**src/design/crtiu_regs.vh**
```
// Constants of the call, return and timer instruction unit
// Summary of operation
// - Call is two bytes, two cycles; first byte a10..a8 then 10100.
// - Call pushes PC and status 7..4 at pointer, bumps pointer, loads PC.
// - Call takes PC bit 11 from the bank flip-flop.
// - Plain return 0x83 pops PC only, status kept; two cycles.
// - Restoring return 0x93 pops PC and status 7..4; two cycles.
// - Opcode 0x25 enables the timer interrupt request.
// - Opcode 0x35 disables the timer interrupt; count unaffected.
// - Opcode 0x42 copies the timer value to the accumulator.
// - Opcode 0x62 loads the timer from the accumulator.
// - Opcode 0x65 stops counting in either mode.
// - Opcode 0x45 starts event counting on test-one input.
// - Opcode 0x55 starts timer mode from the internal clock.
// - Opcode 0x00 only advances the program counter.
// - Program addresses are twelve bits wide.
// - Timer register is eight bits wide.
// - Test-zero input wakes the unit from halt.
// - Test-one input is the event source in event mode.
// - Reset clears the system and releases halt.
// - Jump on timer flag loads PC 7..0 if set, else skips two.
`ifndef CRTIU_REGS_VH
`define CRTIU_REGS_VH
`define CRTIU_OP_CALL_LOW 5'h14
`define CRTIU_OP_PLAIN_RTN 8'h83
`define CRTIU_OP_RESTORE_RTN 8'h93
`define CRTIU_OP_TIRQ_EN 8'h25
`define CRTIU_OP_TIRQ_DIS 8'h35
`define CRTIU_OP_RD_TMR 8'h42
`define CRTIU_OP_LD_TMR 8'h62
`define CRTIU_OP_HALT_COUNT 8'h65
`define CRTIU_OP_START_EVT 8'h45
`define CRTIU_OP_START_TMR 8'h55
`define CRTIU_OP_IDLE 8'h00
`define CRTIU_OP_JUMP_FLAG 8'h16
`define CRTIU_PRESCALE 5'h1F
`define CRTIU_ST_EXEC 2'h0
`define CRTIU_ST_OPND 2'h1
`define CRTIU_ST_POP 2'h2
`define CRTIU_ST_HALT 2'h3
`define CRTIU_MODE_STOP 2'h0
`define CRTIU_MODE_EVT 2'h1
`define CRTIU_MODE_TMR 2'h2
`endif

```
**src/design/crtiu_core.v**
```verilog
// Call, return and timer instruction unit
`timescale 1ns/1ps
`include "crtiu_regs.vh"
module crtiu_core (
	input wire i_clk,
	input wire i_reset_n,
	input wire i_op_valid,
	input wire [7:0] i_op_byte,
	input wire i_halt_req,
	input wire i_bank_flip_flop,
	input wire [3:0] i_status_word_hi,
	input wire [7:0] i_accumulator,
	input wire i_test_zero_input,
	input wire i_test_one_input,
	output reg o_busy,
	output reg o_halted,
	output reg [11:0] o_program_counter,
	output reg [2:0] o_stack_pointer,
	output reg [3:0] o_status_word_hi,
	output reg o_status_load,
	output reg [7:0] o_acc_data,
	output reg o_acc_load,
	output reg [7:0] o_timer_count,
	output reg o_timer_flag,
	output reg o_timer_irq_en,
	output reg o_timer_irq
);
	reg [1:0] state_ff;
	reg [1:0] mode_ff;
	reg [4:0] pres_ff;
	reg [2:0] call_hi_ff;
	reg restore_ff;
	reg t1_prev_ff;
	reg flag_jump_ff;
	wire t0_s;
	wire t1_s;
	wire [15:0] pop_data;
	reg stk_we;
	reg [2:0] stk_raddr;
	reg tick;
	wire [11:0] pc_inc;
	wire [11:0] pc_inc2;
	wire wrap_now;
	assign wrap_now = tick && (o_timer_count == 8'hFF);
	assign pc_inc = o_program_counter + 12'h001;
	assign pc_inc2 = o_program_counter + 12'h002;
	crtiu_sync u_sync_t0 (
		.i_clk(i_clk),
		.i_reset_n(i_reset_n),
		.i_async(i_test_zero_input),
		.o_sync(t0_s)
	);
	crtiu_sync u_sync_t1 (
		.i_clk(i_clk),
		.i_reset_n(i_reset_n),
		.i_async(i_test_one_input),
		.o_sync(t1_s)
	);
	// Push in operand cycle of a call
	always @* begin
		stk_we = (state_ff == `CRTIU_ST_OPND) && i_op_valid;
		stk_raddr = o_stack_pointer - 3'h1;
	end
	crtiu_stack u_stack (
		.i_clk(i_clk),
		.i_we(stk_we),
		.i_waddr(o_stack_pointer),
		.i_wdata({i_status_word_hi, pc_inc}),
		.i_raddr(stk_raddr),
		.o_rdata(pop_data)
	);
	// Counting source per mode
	always @* begin
		case (mode_ff)
			`CRTIU_MODE_EVT: tick = t1_s && !t1_prev_ff;
			`CRTIU_MODE_TMR: tick = (pres_ff == `CRTIU_PRESCALE);
			default: tick = 1'b0;
		endcase
	end
	always @(posedge i_clk) begin
		if (!i_reset_n) begin
			state_ff <= `CRTIU_ST_EXEC;
			mode_ff <= `CRTIU_MODE_STOP;
			pres_ff <= 5'h00;
			call_hi_ff <= 3'h0;
			restore_ff <= 1'b0;
			t1_prev_ff <= 1'b0;
			flag_jump_ff <= 1'b0;
			o_busy <= 1'b0;
			o_halted <= 1'b0;
			o_program_counter <= 12'h000;
			o_stack_pointer <= 3'h0;
			o_status_word_hi <= 4'h0;
			o_status_load <= 1'b0;
			o_acc_data <= 8'h00;
			o_acc_load <= 1'b0;
			o_timer_count <= 8'h00;
			o_timer_flag <= 1'b0;
			o_timer_irq_en <= 1'b0;
			o_timer_irq <= 1'b0;
		end else begin
			t1_prev_ff <= t1_s;
			o_acc_load <= 1'b0;
			o_status_load <= 1'b0;
			pres_ff <= (mode_ff == `CRTIU_MODE_TMR) ? pres_ff + 5'h01 : 5'h00;
			if (tick) begin
				o_timer_count <= o_timer_count + 8'h01;
				if (o_timer_count == 8'hFF) begin
					o_timer_flag <= 1'b1;
					if (o_timer_irq_en) begin
						o_timer_irq <= 1'b1;
					end
				end
			end
			case (state_ff)
				`CRTIU_ST_EXEC: begin
					if (i_halt_req) begin
						state_ff <= `CRTIU_ST_HALT;
						o_halted <= 1'b1;
						o_busy <= 1'b1;
					end else if (flag_jump_ff && i_op_valid) begin
						flag_jump_ff <= 1'b0;
					end else if (i_op_valid) begin
						if (i_op_byte[4:0] == `CRTIU_OP_CALL_LOW) begin
							call_hi_ff <= i_op_byte[7:5];
							state_ff <= `CRTIU_ST_OPND;
							o_busy <= 1'b1;
							o_program_counter <= pc_inc;
						end else begin
							case (i_op_byte)
								`CRTIU_OP_PLAIN_RTN, `CRTIU_OP_RESTORE_RTN: begin
									restore_ff <= (i_op_byte == `CRTIU_OP_RESTORE_RTN);
									o_stack_pointer <= o_stack_pointer - 3'h1;
									state_ff <= `CRTIU_ST_POP;
									o_busy <= 1'b1;
								end
								`CRTIU_OP_TIRQ_EN: begin
									o_timer_irq_en <= 1'b1;
									o_program_counter <= pc_inc;
								end
								`CRTIU_OP_TIRQ_DIS: begin
									o_timer_irq_en <= 1'b0;
									if (!wrap_now) begin
										o_timer_irq <= 1'b0;
									end
									o_program_counter <= pc_inc;
								end
								`CRTIU_OP_RD_TMR: begin
									o_acc_data <= o_timer_count;
									o_acc_load <= 1'b1;
									o_program_counter <= pc_inc;
								end
								`CRTIU_OP_LD_TMR: begin
									o_timer_count <= i_accumulator;
									o_program_counter <= pc_inc;
								end
								`CRTIU_OP_HALT_COUNT: begin
									mode_ff <= `CRTIU_MODE_STOP;
									o_program_counter <= pc_inc;
								end
								`CRTIU_OP_START_EVT: begin
									mode_ff <= `CRTIU_MODE_EVT;
									o_program_counter <= pc_inc;
								end
								`CRTIU_OP_START_TMR: begin
									mode_ff <= `CRTIU_MODE_TMR;
									o_program_counter <= pc_inc;
								end
								`CRTIU_OP_JUMP_FLAG: begin
									flag_jump_ff <= 1'b1;
									if (o_timer_flag && !wrap_now) begin
										o_timer_flag <= 1'b0;
									end
									if (o_timer_flag) begin
										state_ff <= `CRTIU_ST_OPND;
										call_hi_ff <= 3'h0;
										o_program_counter <= pc_inc;
									end else begin
										o_program_counter <= pc_inc2;
									end
								end
								default: begin
									o_program_counter <= pc_inc;
								end
							endcase
						end
					end
				end
				`CRTIU_ST_OPND: begin
					if (i_op_valid) begin
						state_ff <= `CRTIU_ST_EXEC;
						o_busy <= 1'b0;
						if (flag_jump_ff) begin
							flag_jump_ff <= 1'b0;
							o_program_counter[7:0] <= i_op_byte;
						end else begin
							o_stack_pointer <= o_stack_pointer + 3'h1;
							o_program_counter <= {i_bank_flip_flop, call_hi_ff,
								i_op_byte};
						end
					end
				end
				`CRTIU_ST_POP: begin
					o_program_counter <= pop_data[11:0];
					if (restore_ff) begin
						o_status_word_hi <= pop_data[15:12];
						o_status_load <= 1'b1;
					end
					state_ff <= `CRTIU_ST_EXEC;
					o_busy <= 1'b0;
				end
				`CRTIU_ST_HALT: begin
					if (t0_s) begin
						state_ff <= `CRTIU_ST_EXEC;
						o_halted <= 1'b0;
						o_busy <= 1'b0;
					end
				end
				default: state_ff <= `CRTIU_ST_EXEC;
			endcase
		end
	end
endmodule

```
**src/design/crtiu_sync.v**
```verilog
// Two flip-flop input synchroniser
`timescale 1ns/1ps
module crtiu_sync (
	input wire i_clk,
	input wire i_reset_n,
	input wire i_async,
	output reg o_sync
);
	reg meta_ff;
	always @(posedge i_clk) begin
		if (!i_reset_n) begin
			meta_ff <= 1'b0;
			o_sync <= 1'b0;
		end else begin
			meta_ff <= i_async;
			o_sync <= meta_ff;
		end
	end
endmodule

```
**src/design/crtiu_stack.v**
```verilog
// Eight entry return stack, registered read
`timescale 1ns/1ps
module crtiu_stack (
	input wire i_clk,
	input wire i_we,
	input wire [2:0] i_waddr,
	input wire [15:0] i_wdata,
	input wire [2:0] i_raddr,
	output reg [15:0] o_rdata
);
	reg [15:0] mem [0:7];
	always @(posedge i_clk) begin
		if (i_we) begin
			mem[i_waddr] <= i_wdata;
		end
		o_rdata <= mem[i_raddr];
	end
endmodule

```
**config.mk**
```make
export PLATFORM = sky130hd
export DESIGN_NAME = crtiu_core
export DESIGN_NICKNAME = d
export VERILOG_FILES = /design/src/design/crtiu_core.v /design/src/design/crtiu_sync.v /design/src/design/crtiu_stack.v
export VERILOG_INCLUDE_DIRS = /design/src /design/src/design
export SDC_FILE = /design/constraint.sdc
export NUM_CORES = 1
export LEC_CHECK = 0
export BUFFER_PORTS_ARGS = -buffer_cell sky130_fd_sc_hd__buf_2
export CORE_MARGIN = 2
export CORE_UTILIZATION = 25
export DETAILED_ROUTE_END_ITERATION = 6
export GPL_ROUTABILITY_DRIVEN = 0
export PLACE_DENSITY = 0.48
export SYNTH_ARGS = -nofsm -noshare
export SYNTH_HDL_FRONTEND = slang
export SYNTH_SLANG_ARGS = --single-unit
export TNS_END_PERCENT = 20
```
**constraint.sdc**
```tcl
create_clock -name i_clk -period 2.9 [get_ports i_clk]
set_input_delay 0.435 -clock i_clk [delete_from_list [all_inputs] [get_ports i_clk]]
set_output_delay 0.435 -clock i_clk [all_outputs]
set_load 0.1 [all_outputs]
```
==> flow_summary.json, run 1 <==
{
  "status": "finished, final reports clean",
  "setup_tns_ps": 0,
  "seq_power_share_pct": 45.3,
  "relSlewSlack_pct": 47.05,
  "io_buffers": 68,
  "ir_worst_vdd_mv": 0.4443,
  "initialDrtViolationCount": 357,
  "final-seq-area_um2": 5386,
  "critical-path-max-stage-delay_ps": 590,
  "synth-adder-area-share_pct": 2.018,
  "rr_worst_depth": 7,
  "initial_utilization_pct": 25.25,
  "overflow": 0,
  "cts.reportedPaths.clkPinSlew_ps": 60,
  "muxShareOfSynthArea_pct": 12.35,
  "ios": 69,
  "finalCritPeriodShare_pct": 84.80,
  "synth-compound-area-share_pct": 8.720,
  "nets": 754,
  "r2r_slack_ps": 610,
  "fill_cells": 3499,
  "synth_warnings": 0,
  "yosys_register_bits": 205,
  "htreeDepth": 1,
  "cp-end-kind": "output port",
  "cts_root_buf": "clkbuf_16",
  "power_frac_comb_pct": 19.4,
  "hpwl_um": 14210,
  "syn2layout_area_growth_pct": 19.99,
  "startpoint_type": "flip-flop",
  "synth_xor_area_share_pct": 2.220,
  "worst-slew-pin-transition_ps": 794.3,
  "slew_violations": 0,
  "grt_pass1_vias": 5570,
  "crit_type": "reg2out",
  "multi_input_area_um2": 3069,
  "syn_inst": 629,
  "final_cell_mix": "edfxtp_1, dfxtp_1, buf_2, nor2_1, mux4_2",
  "drive_above_1_share_pct": 27.53,
  "crit_start": "o_stack_pointer[0]",
  "rows": 68,
  "powerDensity_nw_per_um2": 735.1,
  "synth-main-ff-cell": "edfxtp_1",
  "synth_nets": 670,
  "yosys.area_share.simple_pct": 9.844,
  "clk_path_buf_depth": 3,
  "hold_buffers": 0,
  "cts_resized": 0,
  "cts_setup_buffers": 0,
  "p_int_w": 0.005290,
  "drv_cap": 0,
  "postRouteAntennaNets": 0,
  "synth_top_family_by_area": "multiplexers",
  "skew_ps": 11.01,
  "crit_path_max_fanout": 39,
  "power.switching_w": 0.002367,
  "rsz0062_at_grt": "false",
  "final-hold-violation-count": 0,
  "setup_violations": 0,
  "drc": 0,
  "p_sw_share_pct": 30.91,
  "power.leakage_nw": 3.548,
  "netlist_area_um2": 8681,
  "antenna_found_initial": 0,
  "first_pass_iters": 6,
  "grt.total_usage_pct": 12.03,
  "synthDistinctLibCells": 64,
  "fmax_mhz": 406.6,
  "total_power_w": 0.007657,
  "vias": 5467,
  "mostFrequentLayoutCell": "edfxtp_1",
  "yosysSeqAreaShare_pct": 62.04,
  "wl_per_cell_um": 18.28,
  "critPathRequiredTime_ps": 2470,
  "cp_cell_sequence": "buf_4, buf_2",
  "die_width_um": 190.3,
  "final_util_pct": 30.30,
  "cts_tree": "built",
  "via_per_inst": 4.614,
  "wl_um": 21660,
  "synth_top_area_share_pct": 44.28,
  "die_h_um": 190.3,
  "synthArstFlopShare_pct": 0,
  "grt_pass1_wl_um": 33420,
  "final_cells": 1185,
  "hp-class": "in2reg",
  "arrival_ps": 2020,
  "cts_sinks": 205,
  "synth_top_area_cell": "edfxtp_1",
  "antenna_cells": 0,
  "r2r_start": "state_ff[1]",
  "final_area_um2": 10420,
  "worstSetupEndpoint": "o_stack_pointer[0]",
  "dp_cells": 1143,
  "fin_crit_ps": 2459,
  "synth_edf_count": 128,
  "die-area_um2": 36230,
  "cpMaxStageDelayCell": "buf_4",
  "clkLatencyLatePin_ps": 510,
  "dpl_cell_area_um2": 9711,
  "r2r_end": "state_ff[1]",
  "grt_max_degree": 40,
  "coreArea_um2": 34370,
  "clkPwrFrac_pct": 35.2,
  "netlist_top_cells_area": "edfxtp_1, dfxtp_1, mux4_2",
  "syn_avg_cell_area_um2": 13.80,
  "cts_made_buffers": 23
}
[synthesized netlist by cell type, types with 4 or more instances]
cell type / n
and4_1: 4
mux2i_1: 16
xor2_1: 10
xnor2_1: 12
buf_2: 6
dfxtp_1: 77
mux2_2: 17
o211ai_1: 4
and3_1: 6
a21oi_1: 27
nand4_1: 8
inv_1: 16
a31oi_1: 5
a211oi_1: 9
clkbuf_1: 22
a221o_1: 4
nand2b_1: 4
edfxtp_1: 128
ha_1: 14
o21ai_0: 21
nand2_1: 30
a22oi_1: 5
a32oi_1: 4
nor3_1: 8
o31ai_1: 4
and2_1: 8
nand3_1: 25
nor2_1: 47
mux4_2: 32
[metal layers]
metal / GRT usage (%) / wire, um / vias to the layer above
met3: 2.503 / 1127 / 30
li1: - / - / 2602
met2: 20.24 / 10340 / 130
met1: 15.76 / 9794 / 2705
met5: 0 / 0 / -
met4: 3.071 / 397 / 0
[logic make-up after synthesis]
group,Yosys count
xor gates and xnor gates,22
AOI/OAI and AO/OA,108
muxes,65
buffers and inverters,53
and+or+nand+nor,162
adders and majority gates,14
DFF,205
[worst min-delay path by stage]
stage	from	end	slack, ps	cells after the start
global route	i_test_zero_input	u_sync_t0.meta_ff	140	2
floorplan	u_sync_t0.meta_ff	u_sync_t0.o_sync	410	1
finish	i_test_zero_input	u_sync_t0.meta_ff	140	2
global placement	u_sync_t1.meta_ff	u_sync_t1.o_sync	430	1
detailed placement	u_sync_t0.meta_ff	u_sync_t0.o_sync	420	1
CTS	i_test_zero_input	u_sync_t0.meta_ff	120	2
[flip-flops by register name, summed over array words and instances, names as in the netlist, 2 cells and up]
signal / count
pres_ff: 5
u_stack.mem: 128
state_ff: 2
o_timer_count: 8
mode_ff: 2
call_hi_ff: 3
o_program_counter: 12
o_acc_data: 8
o_status_word_hi: 4
o_stack_pointer: 3
u_stack.o_rdata: 16
[power by group through the flow]
| stage | clock, W | combinational, W | sequential (W) |
|---|---|---|---|
| 2_1_floorplan | 0 | 0.000765 | 0.00385 |
| 3_3_place_gp | 0 | 0.00151 | 0.00353 |
| 3_5_place_dp | 0 | 0.00150 | 0.00353 |
| 4_1_cts | 0.00278 | 0.00151 | 0.00347 |
| 5_1_grt | 0.00290 | 0.00161 | 0.00349 |
| 6_report | 0.00270 | 0.00149 | 0.00347 |
[per-stage QoR]
| stage | hold WS (ps) | worst slack (ps) |
|---|---|---|
| finish | 138.7 | 440.7 |
| global route | 139.0 | 304.9 |
| CTS | 122.6 | 373.8 |
| detailed placement | 421.2 | 420.7 |
| global placement | 433.3 | 486.2 |
| floorplan | 411.9 | 28.40 |
[worst max-delay path: cells and delay by family, from the launching register on]
family / cells / cell delay [ps]
buffers and inverters: 2 / 1150
DFF: 1 / 330
[area by class of cell]
class | instances | share of cell area, %
Sequential cell | 205 | 51.71
Multi-Input combinational cell | 371 | 29.47
Timing Repair Buffer | 96 | 6.006
Clock buffer | 26 | 5.826
Tap cell | 455 | 5.465
Clock inverter | 16 | 0.9490
Inverter | 16 | 0.5766
Note: power is estimated with default switching activity, not from simulation.
==> inputs of run 2 (changes only) <==
- ABC_AREA: unset -> 1
- clock period: 2.9 -> 2.3 ns (I/O delays scaled with it)
==> flow_summary.json, run 2 <==
{
  "synth_most_common_cell": "nor2_1",
  "clkLatencyLatePin_ps": 530,
  "cts_made_buffers": 24,
  "cp-end-kind": "flip-flop",
  "final-hold-violation-count": 0,
  "powerDensity_nw_per_um2": 1303,
  "grt_max_degree": 68,
  "ir_worst_vdd_mv": 0.5163,
  "netlist_area_um2": 8956,
  "syn_avg_cell_area_um2": 9.418,
  "wl_per_cell_um": 16.09,
  "relSlewSlack_pct": 46.68,
  "die-area_um2": 37360,
  "clk_path_buf_depth": 3,
  "cts_tree": "built",
  "synth_top_area_share_pct": 42.92,
  "setup_violations": 0,
  "power.leakage_nw": 4.247,
  "syn2layout_area_growth_pct": 22.03,
  "dp_cells": 1475,
  "cts_root_buf": "clkbuf_16",
  "via_per_inst": 4.518,
  "synthArstFlopShare_pct": 0,
  "crit_path_max_fanout": 10,
  "cp_cell_sequence": "inv_1, ha_1, buf_4, nor2_4, inv_1, nand2_1, nand2_1, nor2_2, nand2_2, clkinv_2, nand2_1, nand2_1, nand2_1, a21oi_1",
  "htreeDepth": 1,
  "final_cell_mix": "nor2_1, nand2_1, edfxtp_1, o21ai_0, dfxtp_1",
  "die_h_um": 193.3,
  "setup_slack_ps": 196.8,
  "cpMaxStageDelayCell": "dfxtp_1",
  "rsz0062_at_grt": "false",
  "coreArea_um2": 35400,
  "startpoint_type": "flip-flop",
  "drive_above_1_share_pct": 15.01,
  "synth_edf_count": 128,
  "regMostFlops": "u_stack.mem",
  "grt_pass1_vias": 6506,
  "drv_cap": 0,
  "top_regs": "u_stack.mem: 128 flops, u_stack.o_rdata: 16 flops, o_program_counter: 12 flops",
  "yosys_register_bits": 205,
  "synth_nets": 992,
  "synth_warnings": 0,
  "antenna_found_initial": 0,
  "cts.reportedPaths.clkPinSlew_ps": 60,
  "total_power_w": 0.01424,
  "largest_reg_flops": 128,
  "die_width_um": 193.3,
  "cp_common_cell": "nand2_1",
  "final_util_pct": 30.88,
  "fmax_mhz": 475.5,
  "skew_ps": 23.94,
  "synth_top_area_cell": "edfxtp_1",
  "drc": 0,
  "yosysSeqAreaShare_pct": 60.13,
  "finalCritPeriodShare_pct": 91.44,
  "grt_pass1_wl_um": 37810,
  "initial_utilization_pct": 25.30,
  "crit_type": "reg2reg",
  "hp-class": "in2reg",
  "synthDistinctLibCells": 44,
  "nets": 1082,
  "cts_setup_buffers": 0,
  "overflow": 0,
  "antenna_cells": 0,
  "first_pass_iters": 5,
  "initialDrtViolationCount": 474,
  "postRouteAntennaNets": 0,
  "preCtsSetupSlack_ps": 254.6,
  "ios": 69,
  "critPathRequiredTime_ps": 2740,
  "mostFrequentLayoutCell": "nor2_1",
  "arrival_ps": 2550,
  "wl_um": 24460,
  "vias": 6868,
  "final_cells": 1520,
  "synth-main-ff-cell": "edfxtp_1",
  "status": "finished, final reports clean",
  "cts_sinks": 205,
  "io_buffers": 68,
  "grt.total_usage_pct": 12.73,
  "slew_violations": 0,
  "hpwl_um": 15940,
  "worst-slew-pin-transition_ps": 798.9,
  "rows": 69,
  "fin_crit_ps": 2103,
  "final_area_um2": 10930,
  "dpl_cell_area_um2": 10080,
  "syn_inst": 951,
  "netlist_top_cells_area": "edfxtp_1, dfxtp_1, nor2_1",
  "critical-path-max-stage-delay_ps": 400,
  "yosys-top-cells-count": "nor2_1, nand2_1, edfxtp_1"
}
==> run 2: changes by cell type after synthesis, moves of 12 or more <==
cell	change
nor2_1	+143
nand2_1	+99
o21ai_0	+82
inv_1	+55
mux4_2	-32
a21oi_1	+22
nand3_1	+18
mux2_2	-17
mux2i_1	-16
o22ai_1	+15
a31oi_1	+12
==> run 2: through the flow <==
step / hold WS (ps) / setup TNS, ps
after floorplan: 390.5 / -14110
after global placement: 405.6 / 0
after detailed placement: 403.7 / 0
after CTS: 9.417 / 0
after global routing: 36.86 / 0
final: 27.67 / 0
==> run 2: kinds of logic (layout without fill, tap and decap cells) <==
group | Yosys count | after routing | share of synthesized area, %
flops | 205 | 205 | 60.13
compound gates | 205 | 205 | 12.57
fa+ha+maj | 14 | 14 | 1.956
simple gates | 400 | 400 | 18.83
xor+xnor | 16 | 16 | 1.565
buf+inv | 111 | 219 | 4.945
==> run 2: per-layer routing <==
metal / track usage (%) / wire length, um / vias to the layer above
met1: 17.16 / 11230 / 3242
met4: 3.478 / 560 / 0
met3: 2.319 / 1305 / 35
li1: - / - / 3434
met5: 0 / 0 / -
met2: 20.97 / 11360 / 157
==> run 2: worst max-delay path, delay by kind of cell, from the launching register on <==
kind	cells	cell delay, ps
simple gates	8	750
buf+inv	4	500
flops	1	400
fa+ha+maj	1	250
compound gates	1	120
==> run 2: repair_timing <==
item	CTS	global route
hold buffers	1	0
hold endpoints to repair	1	0
resized for setup	0	1
setup endpoints to repair	0	4
==> run 2: final cells by class <==
type / instances / area (um2)
inverters: 75 / 282.8
flip-flops and latches: 205 / 5386
clock buffers: 28 / 615.6
well taps: 461 / 576.8
multi-input cells: 635 / 3133
fillers: 3724 / 24470
repair buffers: 100 / 720.7
clock inverters: 16 / 214.0
==> run 2: final timing paths <==
| path | start | endpoint | slack, ps | depth (start not counted) |
|---|---|---|---|---|
| setup / recovery | state_ff[0] | o_program_counter[0] | 200 | 14 |
| hold / removal | i_test_one_input | u_sync_t1.meta_ff | 30 | 3 |
| setup reg to reg | state_ff[0] | o_program_counter[0] | 200 | 14 |
| hold reg to reg | u_sync_t0.meta_ff | u_sync_t0.o_sync | 420 | 2 |
==> run 2: where the power goes <==
part	internal (W)	switching (W)	total, W
registers	0.00455	0.000302	0.00485
clock network	0.00248	0.00151	0.00398
logic	0.00157	0.00383	0.00540
total	0.00860	0.00564	0.0142
==> inputs of run 3 (changes only) <==
- CORE_ASPECT_RATIO: unset -> 0.75
- GPL_ROUTABILITY_DRIVEN: 0 -> unset
==> flow_summary.json, run 3 (synthesis gave the netlist of run 2 again) <==
{
  "slew_violations": 0,
  "crit_path_max_fanout": 6,
  "grt.total_usage_pct": 13.24,
  "rr_worst_depth": 12,
  "hold_buffers": 0,
  "final-hold-violation-count": 0,
  "postRouteAntennaNets": 0,
  "htreeDepth": 1,
  "mostFrequentLayoutCell": "nor2_1",
  "die-area_um2": 37370,
  "clk_path_buf_depth": 3,
  "cts_sinks": 205,
  "grt_pass1_vias": 6548,
  "drive_above_1_share_pct": 15.25,
  "status": "finished, final reports clean",
  "grt_max_degree": 68,
  "relSlewSlack_pct": 43.46,
  "arrival_ps": 2500,
  "crit_type": "reg2reg",
  "wl_um": 24910,
  "power.leakage_nw": 4.188,
  "setup_tns_ps": 0,
  "clkLatencyLatePin_ps": 500,
  "ir_worst_vdd_mv": 0.8899,
  "nets": 1083,
  "grt_pass1_wl_um": 39080,
  "initialDrtViolationCount": 545,
  "die_h_um": 167.9,
  "largest_reg_flops": 128,
  "overflow": 0,
  "drv_cap": 0,
  "skew_ps": 8.681,
  "fmax_mhz": 484.2,
  "initial_utilization_pct": 25.60,
  "dpl_cell_area_um2": 10050,
  "wl_per_cell_um": 16.46,
  "worst-slew-pin-transition_ps": 847.1,
  "final_area_um2": 10760,
  "rows": 59,
  "hold_slack_ps": 26.02,
  "regMostFlops": "u_stack.mem",
  "antenna_cells": 0,
  "cp-end-kind": "flip-flop",
  "die_width_um": 222.6,
  "io_buffers": 68,
  "top_regs": "u_stack.mem: 128 flops, u_stack.o_rdata: 16 flops, o_program_counter: 12 flops",
  "fin_crit_ps": 2065,
  "min_path_cells": 3,
  "hp-class": "in2reg",
  "final_cell_mix": "nor2_1, nand2_1, edfxtp_1, o21ai_0, dfxtp_1",
  "via_per_inst": 4.549,
  "powerDensity_nw_per_um2": 1271,
  "setup_violations": 0,
  "cts_root_buf": "clkbuf_16",
  "hpwl_um": 16500,
  "ios": 69,
  "routabilityCongestion": 0.8373,
  "startpoint_type": "flip-flop",
  "drc": 0,
  "syn2layout_area_growth_pct": 20.12,
  "critPathRequiredTime_ps": 2740,
  "rsz0062_at_grt": "false",
  "antenna_found_initial": 0,
  "vias": 6883,
  "cts_made_buffers": 21,
  "cts_tree": "built",
  "first_pass_iters": 5,
  "cts.reportedPaths.clkPinSlew_ps": 60,
  "finalCritPeriodShare_pct": 89.79,
  "coreArea_um2": 34990
}
-- run 3: cell types whose count changed in the layout (fill, tap and decap cells not counted), moves of 2 or more --
cell and delta:
buf_4 +8, buf_12 -3, clkbuf_16 -3, clkinv_2 +3, bufinv_16 -2, clkbuf_1 -2
clkinv_1 -2
-- run 3: worst paths after layout --
kind                           from  slack, ps                end
setup / recovery         pres_ff[0]        230        o_timer_irq
hold reg to reg   u_sync_t1.meta_ff        420   u_sync_t1.o_sync
setup reg to reg         pres_ff[0]        230        o_timer_irq
hold / removal    i_test_zero_input         30  u_sync_t0.meta_ff
-- run 3: per-stage QoR --
stage               cells  worst slack [ps]  util, %  total power, W
CTS                  1509             175.8    30.66         0.01381
finish               1513             234.8    30.74         0.01367
floorplan             951            -160.3        -        0.008549
global placement     1472             214.2    28.72         0.01030
global route         1513             7.808    30.74         0.01452
detailed placement   1472             192.7    28.72         0.01032
-- run 3: worst max-delay path, cell delays in order, from the launching register on --
cell	delay, ps
dfxtp_1	360
ha_1	170
nand2_1	70
nor2_1	100
ha_1	150
inv_1	40
o21ai_0	150
nand2_1	170
nor2_1	170
nand2_1	80
nor3_1	360
nor2_1	100
nor2_1	100
-- run 3: cell type report --
type / count / area [um2]
fill: 3699 / 24230
timing repair buffer: 104 / 710.7
clock buffer: 23 / 533.0
clock inverter: 14 / 145.1
sequential: 205 / 5386
tap: 457 / 571.8
multi-input combinational: 635 / 3128
inverter: 75 / 282.8
-- run 3: routing by layer --
layer / vias up / wire length, um / GRT usage [%]
met5: - / 0 / 0
met4: 0 / 374 / 2.305
met3: 28 / 1342 / 2.286
met2: 174 / 10030 / 18.98
met1: 3251 / 13170 / 20.76
li1: 3430 / - / -
-- run 3: what timing repair did --
action                     in CTS  in global routing
buffers inserted                0                  4
setup endpoints to repair       0                  3
resized for setup               0                  0
-- run 3: power breakdown --
| group | internal, W | switching [W] | total [W] |
|---|---|---|---|
| clock | 0.00201 | 0.00143 | 0.00344 |
| sequential | 0.00455 | 0.000298 | 0.00485 |
| combinational | 0.00153 | 0.00385 | 0.00539 |
| total | 0.00809 | 0.00558 | 0.0137 |
